`src/shared/backlight_seq_pkg.sv`:
```
package backlight_seq_pkg;
    localparam int unsigned CLOCK_MHZ         = 100;
    localparam int unsigned STRING_COUNT      = 6;
    // Enable-low filter before shutdown
    localparam int unsigned ENABLE_LOW_MS     = 32;
    localparam int unsigned ENABLE_LOW_CYCLES = ENABLE_LOW_MS * 1000 * 1000 / 10;
    // Start-up charge timeout
    localparam int unsigned CHARGE_TIMEOUT_MS     = 32;
    localparam int unsigned CHARGE_TIMEOUT_CYCLES = CHARGE_TIMEOUT_MS * 1000 * 1000 / 10;
    // Sustained over-current time
    localparam int unsigned OVERCURRENT_MS     = 16;
    localparam int unsigned OVERCURRENT_CYCLES = OVERCURRENT_MS * 1000 * 1000 / 10;
    // Soft-start reference ramp
    localparam int unsigned REF_WIDTH      = 8;
    localparam logic [7:0]  REF_FULL       = 8'hff;
    localparam int unsigned REF_STEP_CYCLES = 64;
    localparam int unsigned TIMER_WIDTH    = 23;
    localparam logic [5:0]  STRINGS_RESET  = 6'h00;

    typedef enum logic [5:0] {
        st_off      = 6'b000001,
        st_charge   = 6'b000010,
        st_isolate  = 6'b000100,
        st_soft     = 6'b001000,
        st_run      = 6'b010000,
        st_latched  = 6'b100000
    } seq_state_type;
endpackage

```
`src/rtl/backlight_fault_sequencer.sv`:
```
// Function
// - Enable high wakes the device and starts the start-up sequence.
// - First phase: charge path on, isolation gate high so switch stays off.
// - Output within 2 V of battery: open charge path, gate low.
// - Switching starts only after isolation is on, with a ramped reference.
// - Enable held low for 32 ms shuts the device down.
// - Current limit turns switch off until the next switching cycle.
// - Over-current for 16 ms at full dimming latches off.
// - Output 1 V below battery: isolation off, latched shutdown.
// - No charge within 32 ms: latched shutdown, isolation never turned on.
// - Regulator variants: at output over-voltage, drop zero-current strings.
// - Regulator variants: open-string shutdown only when every string not already excluded is open.
// - External-supply variant: any open string latches shutdown.
// - Over-voltage with current below target: regulate output at that level.
// - Regulator variants: string node over 17 V disables only that sink.
// - External-supply variant: any string over-voltage latches shutdown.
// - Regulator variants: string shorted to ground excluded right after enable.
// - Regulator variants: unconnected string excluded once output hits over-voltage.
// - External-supply variant: 10 kohm-grounded string excluded after enable.
// - Battery under-voltage disables; recovery with hysteresis restarts.
`timescale 1ns/1ns
module backlight_fault_sequencer
    import backlight_seq_pkg::*;
#(
    parameter bit          EXTERNAL_SUPPLY   = 1'b0,
    parameter int unsigned ENABLE_LOW_LIMIT  = ENABLE_LOW_CYCLES,
    parameter int unsigned CHARGE_LIMIT      = CHARGE_TIMEOUT_CYCLES,
    parameter int unsigned OVERCURRENT_LIMIT = OVERCURRENT_CYCLES
)
(
    input  wire logic                    clock,
    input  wire logic                    reset_n,
    input  wire logic                    enable_pin,
    input  wire logic                    battery_ok,
    input  wire logic                    output_near_battery,
    input  wire logic                    output_below_battery,
    input  wire logic                    output_overvoltage,
    input  wire logic                    current_limit,
    input  wire logic                    cycle_start,
    input  wire logic                    full_dimming,
    input  wire logic [STRING_COUNT-1:0] string_no_current,
    input  wire logic [STRING_COUNT-1:0] string_overvoltage,
    input  wire logic [STRING_COUNT-1:0] string_grounded,
    input  wire logic [STRING_COUNT-1:0] string_below_target,
    output logic                         isolation_gate_high,
    output logic                         startup_charge_path,
    output logic                         switch_enable,
    output logic                         power_switch_on,
    output logic                         regulate_at_overvoltage,
    output logic [REF_WIDTH-1:0]         soft_start_ref,
    output logic [STRING_COUNT-1:0]      string_sink_node,
    output logic                         fault_latched
);
    localparam int unsigned SYNC_WIDTH = 5 + 4 * STRING_COUNT;

    // Two-stage synchronisers for comparator levels
    logic [SYNC_WIDTH-1:0] meta_q;
    logic [SYNC_WIDTH-1:0] sync_q;
    wire  [SYNC_WIDTH-1:0] raw_in = {enable_pin, battery_ok, output_near_battery,
                                     output_below_battery, output_overvoltage,
                                     string_no_current, string_overvoltage,
                                     string_grounded, string_below_target};

    always_ff @(posedge clock or negedge reset_n)
    begin
        if (!reset_n)
        begin
            meta_q <= '0;
            sync_q <= '0;
        end
        else
        begin
            meta_q <= raw_in;
            sync_q <= meta_q;
        end
    end

    wire                    en_s    = sync_q[SYNC_WIDTH-1];
    wire                    bat_ok  = sync_q[SYNC_WIDTH-2];
    wire                    near_s  = sync_q[SYNC_WIDTH-3];
    wire                    below_s = sync_q[SYNC_WIDTH-4];
    wire                    ov_s    = sync_q[SYNC_WIDTH-5];
    wire [STRING_COUNT-1:0] nocur_s = sync_q[4*STRING_COUNT-1:3*STRING_COUNT];
    wire [STRING_COUNT-1:0] sov_s   = sync_q[3*STRING_COUNT-1:2*STRING_COUNT];
    wire [STRING_COUNT-1:0] gnd_s   = sync_q[2*STRING_COUNT-1:STRING_COUNT];
    wire [STRING_COUNT-1:0] low_s   = sync_q[STRING_COUNT-1:0];

    seq_state_type           state_q, state_d;
    logic                    en_prev_q;
    logic [TIMER_WIDTH-1:0]  en_low_q, charge_q, oc_q;
    logic [6:0]              ramp_div_q;
    logic [REF_WIDTH-1:0]    ref_q;
    logic [STRING_COUNT-1:0] excluded_q, excluded_d;
    logic                    switch_block_q;
    logic                    latched_q;

    // Enable: high wakes; low for the filter time shuts down
    wire en_rise     = en_s & ~en_prev_q;
    wire en_shutdown = (en_low_q == TIMER_WIDTH'(ENABLE_LOW_LIMIT));
    wire charge_to   = (charge_q == TIMER_WIDTH'(CHARGE_LIMIT));
    wire oc_to       = (oc_q == TIMER_WIDTH'(OVERCURRENT_LIMIT));
    wire active      = (state_q == st_isolate) | (state_q == st_soft) | (state_q == st_run);

    // Per-string exclusion, variant-dependent
    wire [STRING_COUNT-1:0] open_now  = ov_s ? nocur_s : '0;
    wire [STRING_COUNT-1:0] early_gnd = (state_q == st_charge) ? gnd_s : '0;
    wire all_open   = &(excluded_q | open_now);
    wire var_fault  = EXTERNAL_SUPPLY ? ((|(open_now & ~excluded_q)) | (|(sov_s & ~excluded_q)))
                                      : all_open;
    wire short_flt  = active & below_s;
    wire any_latch  = short_flt | (active & oc_to) | ((state_q == st_charge) & charge_to)
                    | (active & var_fault);

    always_comb
    begin
        excluded_d = excluded_q | early_gnd;
        if (active)
        begin
            excluded_d = excluded_d | open_now;
            if (!EXTERNAL_SUPPLY)
            begin
                excluded_d = excluded_d | sov_s;
            end
        end
    end

    always_comb
    begin
        state_d = state_q;
        unique case (state_q)
            st_off:     if (en_s && bat_ok) state_d = st_charge;
            st_charge:  if (near_s) state_d = st_isolate;
            st_isolate: state_d = st_soft;
            st_soft:    if (ref_q == REF_FULL) state_d = st_run;
            st_run:     state_d = st_run;
            st_latched: if (en_rise) state_d = st_charge;
        endcase
        if (any_latch)
        begin
            state_d = st_latched;
        end
        if (!bat_ok || en_shutdown)
        begin
            state_d = st_off;
        end
    end

    always_ff @(posedge clock or negedge reset_n)
    begin
        if (!reset_n)
        begin
            state_q    <= st_off;
            en_prev_q  <= 1'b0;
            en_low_q   <= '0;
            charge_q   <= '0;
            oc_q       <= '0;
            ramp_div_q <= '0;
            ref_q      <= '0;
            excluded_q <= STRINGS_RESET;
        end
        else
        begin
            state_q   <= state_d;
            en_prev_q <= en_s;
            en_low_q  <= (en_s || en_shutdown) ? '0 : en_low_q + 1'b1;
            charge_q  <= (state_q != st_charge) ? '0 : charge_q + 1'b1;
            // Only full-duty current limiting counts toward the latch
            oc_q      <= (active && current_limit && full_dimming && !oc_to)
                         ? oc_q + 1'b1 : '0;
            // Wraps at the step length so one reference step spans exactly that many cycles
            ramp_div_q <= (ramp_div_q == 7'(REF_STEP_CYCLES - 1)) ? '0 : ramp_div_q + 1'b1;
            if (state_q != st_soft && state_q != st_run)
            begin
                ref_q <= '0;
            end
            else if (ramp_div_q == 7'(REF_STEP_CYCLES - 1) && ref_q != REF_FULL)
            begin
                ref_q <= ref_q + 1'b1;
            end
            excluded_q <= (state_q == st_off || state_q == st_latched) ? STRINGS_RESET
                                                                     : excluded_d;
        end
    end

    // Cycle-by-cycle limit: blocked until next cycle start
    always_ff @(posedge clock or negedge reset_n)
    begin
        if (!reset_n)
        begin
            switch_block_q <= 1'b0;
        end
        else if (cycle_start)
        begin
            switch_block_q <= 1'b0;
        end
        else if (current_limit)
        begin
            switch_block_q <= 1'b1;
        end
    end

    // Registered outputs
    wire sw_run = (state_q == st_soft) | (state_q == st_run);
    always_ff @(posedge clock or negedge reset_n)
    begin
        if (!reset_n)
        begin
            isolation_gate_high     <= 1'b1;
            startup_charge_path     <= 1'b0;
            switch_enable           <= 1'b0;
            power_switch_on         <= 1'b0;
            regulate_at_overvoltage <= 1'b0;
            soft_start_ref          <= '0;
            string_sink_node        <= '0;
            latched_q               <= 1'b0;
        end
        else
        begin
            isolation_gate_high     <= ~active;
            startup_charge_path     <= (state_q == st_charge);
            switch_enable           <= sw_run;
            // Current limit acts combinationally on the next edge to cut the pulse fast
            power_switch_on         <= sw_run & ~current_limit & (cycle_start | ~switch_block_q);
            regulate_at_overvoltage <= active & ov_s & (|(low_s & ~excluded_q));
            soft_start_ref          <= ref_q;
            string_sink_node        <= active ? ~excluded_d : '0;
            latched_q               <= (state_q == st_latched);
        end
    end

    assign fault_latched = latched_q;
endmodule

```
`config.mk`:
```
export PLATFORM = sky130hd
export DESIGN_NAME = backlight_fault_sequencer
export DESIGN_NICKNAME = d
export VERILOG_FILES = /design/src/shared/backlight_seq_pkg.sv /design/src/rtl/backlight_fault_sequencer.sv
export SDC_FILE = /design/constraint.sdc
export NUM_CORES = 1
export LEC_CHECK = 0
export ABC_AREA = 1
export BUFFER_PORTS_ARGS = -buffer_cell sky130_fd_sc_hd__buf_2
export CAP_MARGIN = 40
export CELL_PAD_IN_SITES_DETAIL_PLACEMENT = 0
export CELL_PAD_IN_SITES_GLOBAL_PLACEMENT = 2
export CORE_ASPECT_RATIO = 0.75
export CORE_MARGIN = 5
export CORE_UTILIZATION = 30
export DETAILED_ROUTE_END_ITERATION = 7
export PLACE_DENSITY = 0.64
export SLEW_MARGIN = 25
export SYNTH_ARGS = -nofsm -noshare
export SYNTH_HDL_FRONTEND = slang
export SYNTH_SLANG_ARGS = --single-unit
```
`constraint.sdc`:
```
create_clock -name clock -period 2.16 [get_ports clock]
set_input_delay 0.216 -clock clock [delete_from_list [all_inputs] [get_ports clock]]
set_output_delay 0.216 -clock clock [all_outputs]
set_load 0.01 [all_outputs]
```
### Word-level counts from Yosys, hierarchy flattened

Cells that the tools add are included.

| storage, ports and cells | value |
|---|---|
| bits in registers | 176 |
| bits of input ports | 34 |
| output and inout bits | 20 |

| cells by class | value |
|---|---|
| bitwise logic cells | 27 |
| multiplexer cells | 20 |
| add/subtract/negate cells | 5 |
| equality and inequality tests | 19 |
| reductions and logical operators | 16 |

Operators with widths:

| operator | count |
|---|---|
| $add A23 B1 Y23 const B | 3 |
| $mux W23 | 3 |
| $mux W6 | 11 |
| $eq A23 B22 Y1 const B | 2 |
| $pmux W6 S6 | 1 |
| $or A6 B6 Y6 | 4 |
| $eq A23 B21 Y1 const B | 1 |
| $mux W8 | 2 |
| $ne A4 B4 Y1 const B | 3 |
| $not A6 Y6 | 2 |
| $and A1 B1 Y1 | 9 |
| $add A8 B1 Y8 const B | 1 |
| $eq A8 B8 Y1 const B | 1 |
| $ne A8 B8 Y1 const B | 1 |
| $add A7 B1 Y7 const B | 1 |
| $eq A7 B6 Y1 const B | 1 |
| $mux W7 | 1 |
| $or A1 B1 Y1 | 7 |
| $and A6 B6 Y6 | 1 |
| $eq A6 B1 Y1 const B | 1 |
| $eq A6 B2 Y1 const B | 1 |
| $eq A6 B3 Y1 const B | 1 |
| $eq A6 B4 Y1 const B | 1 |
| $eq A6 B5 Y1 const B | 1 |
| 14 further kinds | 27 |

### Depth between registers and ports, before layout

| logic depth | value |
|---|---|
| depth after elaboration | 9 |
| depth in mapped cells | 12 |
| gate-level depth less buffers | 12 |

### Worst setup path after synthesis

OpenSTA, ideal clock, no wires.

| timing path | value |
|---|---|
| path type | flip-flop to flip-flop |
| start | register oc_q[0] |
| end | register oc_q[18] |
| path buffers | 0 |
| slack | 0.607 ns |
| data required time | 2.041 ns |
| data arrival time | 1.434 ns |
| period minus slack after synthesis | 1.553 ns |
| cell stages (with the launch flop) | 11 |
| cells stage by stage | dfrtp_1 > ha_1 > nand3_2 > nor2_1 > nand2_1 > nor2_2 > nand3_1 > nor2_1 > nand3_1 > nand2_1 > nor2_1 |

| between the ends | value |
|---|---|
| word-level cells in the longest chain between the ends | 4 |
| elaborated cells between the ends (all ways) | 5 |

Ends and longest elaborated chain:

| what | RTL line | text |
|---|---|---|
| from (decl) | backlight_fault_sequencer.sv:90 | `logic [TIMER_WIDTH-1:0] en_low_q, charge_q, oc_q;` |
| from (signal assigned) | backlight_fault_sequencer.sv:168 | `oc_q <= (active && current_limit && full_dimming && !oc_to)` |
| branches (longest 3 deep; another with $add A23 B1 Y23) | -- |  |
| $mux W23 (*) | backlight_fault_sequencer.sv:169 | `? oc_q + 1'b1 : '0;` |

Every way passes the cells marked *.
A chain may end at the register's enable or synchronous reset.

### Worst setup path in the final report

Ends and elaborated chain as after synthesis.

==> results.json <==
{
  "slew-limit-headroom_pct": 65.4,
  "totalPowerFinal_mw": 7.18,
  "diodes": 0,
  "place_hpwl_um": 13200,
  "fin_tns_setup_ns": 0,
  "hp-class": "primary input to flop",
  "cts_setup_buffers": 0,
  "critical_path_class": "flop to flop",
  "h-tree-depth": 4,
  "cp_max_fo": 7,
  "ir_drop_v": 0.000552,
  "path_cells": "ha_1 -> nand3_2 -> nor2_1 -> nand2_1 -> nor2_2 -> nand3_1 -> nor2_1 -> nand3_1 -> nand2_1 -> nor2_1",
  "ys_types": 42,
  "vias": 5495,
  "max_cap_viol_count": 0,
  "ios": 54,
  "drc": 0,
  "die_y_um": 149,
  "crit_start": "oc_q[0]$_DFF_PN0_",
  "ys_top_cells_by_area": "dfrtp_1 57%, nand2_1 6.8%, nor2_1 6.3%, inv_1 5.2%, a21oi_1 2.9%",
  "hp-start": "current_limit",
  "die_w_um": 195,
  "grt_pass1_wl_um": 30200,
  "firstDrtPassIters": 4,
  "grt-ovfl-total": 0,
  "ant_nets": 0,
  "netlist_area_mm2": 0.00767,
  "clockBufferDepth": 2,
  "ys_top_cells_by_count": "174 x dfrtp_1, 138 x nand2_1, 129 x nor2_1",
  "seq_area_frac_synth_pct": 57.4,
  "status": "complete, no violations",
  "dp_cells": 1213,
  "yosysTopAreaCellShare_pct": 56.7,
  "synth_cells": 821,
  "cts.clk_slew.worst_paths_ns": 0.07,
  "setup.worst_path.start_class": "flop",
  "slowest_stage": "dfrtp_1",
  "crit_top_cell": "nor2_1",
  "hold_depth": 2,
  "dieArea_mm2": 0.0289,
  "via_per_inst": 4.31,
  "fin_crit_sh_pct": 86.5,
  "syn2layout_area_growth_pct": 21.1,
  "port_buffers": 53,
  "instances_no_fill": 1276,
  "skew_ns": 0.0138,
  "finalSetupViolCount": 0,
  "reg2reg_depth": 10,
  "synth_top_area_cell": "dfrtp_1",
  "fill_cells": 2572,
  "fin_nets": 967,
  "syn_avg_cell_area_um2": 9.35,
  "slew_violations": 0,
  "cts_made_buffers": 17,
  "initial_utilization_pct": 30.6,
  "hold_violations": 0,
  "required_ns": 2.48,
  "wl_per_cell_um": 14.3,
  "initialDrtViolationCount": 310,
  "p_leak_nw": 4.29,
  "design.core.area_mm2": 0.0251,
  "first_global_vias": 5475,
  "critical_path.max_stage_delay_ns": 0.46,
  "ctsRootBufferMaster": "clkbuf_16",
  "yosys_register_bits": 176,
  "cts_sinks": 176,
  "ys.flop_type": "dfrtp_1",
  "wl_um": 18200,
  "antenna_found_initial": 0,
  "rsz0062_at_grt": "no",
  "globalplace.congestion": 0.798,
  "async_reset_ff_share_pct": 100,
  "synth-edff-count": 0,
  "yosysWarnings": 0,
  "grt_max_degree": 52,
  "arrival_ns": 2.19,
  "powerDensity_mw_per_mm2": 773,
  "synth_most_common_cell": "dfrtp_1",
  "tightest_slew_ns": 0.514,
  "clk_latency_ns": 0.44,
  "synth_nets": 863,
  "cts_tree": "yes",
  "layout-drive-gt1-share_pct": 15.9,
  "r2r_start": "oc_q[0]$_DFF_PN0_",
  "row_count": 50,
  "period_needed_ns": 1.87,
  "track_usage_pct": 13.1,
  "worst_setup_path_end_kind": "flop",
  "fmax_ghz": 0.535
}
-- critical path: cells and delay by family (launching register included) --
kind,cells,cell delay [ns]
fa+ha+maj,1,0.24
flops,1,0.46
simple gates,9,1.05
-- cell usage in the layout, fill, tap and decap left out, types with 3 or more instances in the layout --
cell	instances
nor4_1	5
dlygate4sd3_1	31
nand3_1	40
inv_6	3
nor3_4	4
buf_4	5
o21a_1	10
inv_8	5
nor3_1	26
a21oi_1	45
nand4_1	21
nor2_4	3
nor2_2	11
buf_12	3
nor3_2	12
buf_2	52
clkbuf_16	17
nand2_1	138
nand3_2	3
a31oi_1	5
o21ai_0	19
nor2_1	129
inv_1	106
xor2_1	21
dfrtp_1	174
ha_1	8
inv_2	6
clkinv_4	3
nand2_2	6
-- repair_timing --
item                                   in CTS  in global routing
endpoints found under the hold margin      78                  0
hold buffers                               31                  0
resized for setup                           0                  0
-- cells by family after synthesis --
family                     count (synthesis)  share of synthesized area [%]
buffers and inverters                    119                           6.38
and+or+nand+nor                          410                           26.1
xor gates and xnor gates                  23                           2.63
AOI/OAI and AO/OA                         85                           6.13
adders and majority gates                  8                           1.30
DFF                                      176                           57.4
-- worst paths after layout --
kind,end,slack [ns]
worst min register to register,sync_q[18]$_DFF_PN0_,0.35
worst min-delay path,power_switch_on$_DFF_PN0_,0.08
max in group asynchronous,isolation_gate_high$_DFF_PN1_,1.19
worst max register to register,oc_q[18]$_DFF_PN0_,0.29
worst max-delay path,oc_q[18]$_DFF_PN0_,0.29
min in group asynchronous,charge_q[8]$_DFF_PN0_,0.29
-- routing by layer --
metal / GRT usage [%] / vias up / share of wire (%)
li1: - / 2849 / -
met1: 20.7 / 2553 / 56
met2: 17.6 / 82 / 39
met3: 3.22 / 11 / 3.2
met4: 3.37 / 0 / 0.96
met5: 0 / - / 0
-- sequential cells by signal (all words and copies together), names as in the netlist, 6 cells and up --
name	cells
charge_q	23
en_low_q	23
excluded_q	6
meta_q	29
oc_q	23
ramp_div_q	7
ref_q	8
soft_start_ref	8
state_q	6
string_sink_node	6
sync_q	29
-- report_power, final --
group	internal (mW)	leakage (nW)	switching, mW
clock	1.57	0.280	1.47
sequential	3.43	2.29	0.0918
combinational	0.237	1.72	0.379
total	5.24	4.29	1.94
-- metrics by stage --
step | area, µm² | hold slack [ns] | worst slack, ns | util [%]
final | 9290 | 0.0847 | 0.291 | 37.0
after global routing | 9290 | 0.0767 | 0.0930 | 37.0
after CTS | 9290 | 0.0763 | 0.251 | 37.0
after detailed placement | 8400 | 0.211 | 0.280 | 33.5
after global placement | 8400 | 0.213 | 0.346 | 33.5
after floorplan | 7670 | -0.0796 | 0.607 | -
-- layout make-up --
class                           count  area [µm²]  share of cell area [%]
Clock buffer                       18         439                    4.73
Clock inverter                     14         140                    1.51
Inverter                          112         420                    4.53
Multi-Input combinational cell    526        2780                    29.9
Sequential cell                   176        4410                    47.4
Tap cell                          338         423                    4.55
Timing Repair Buffer               92         682                    7.34
Power figures use the tool's default switching activity.
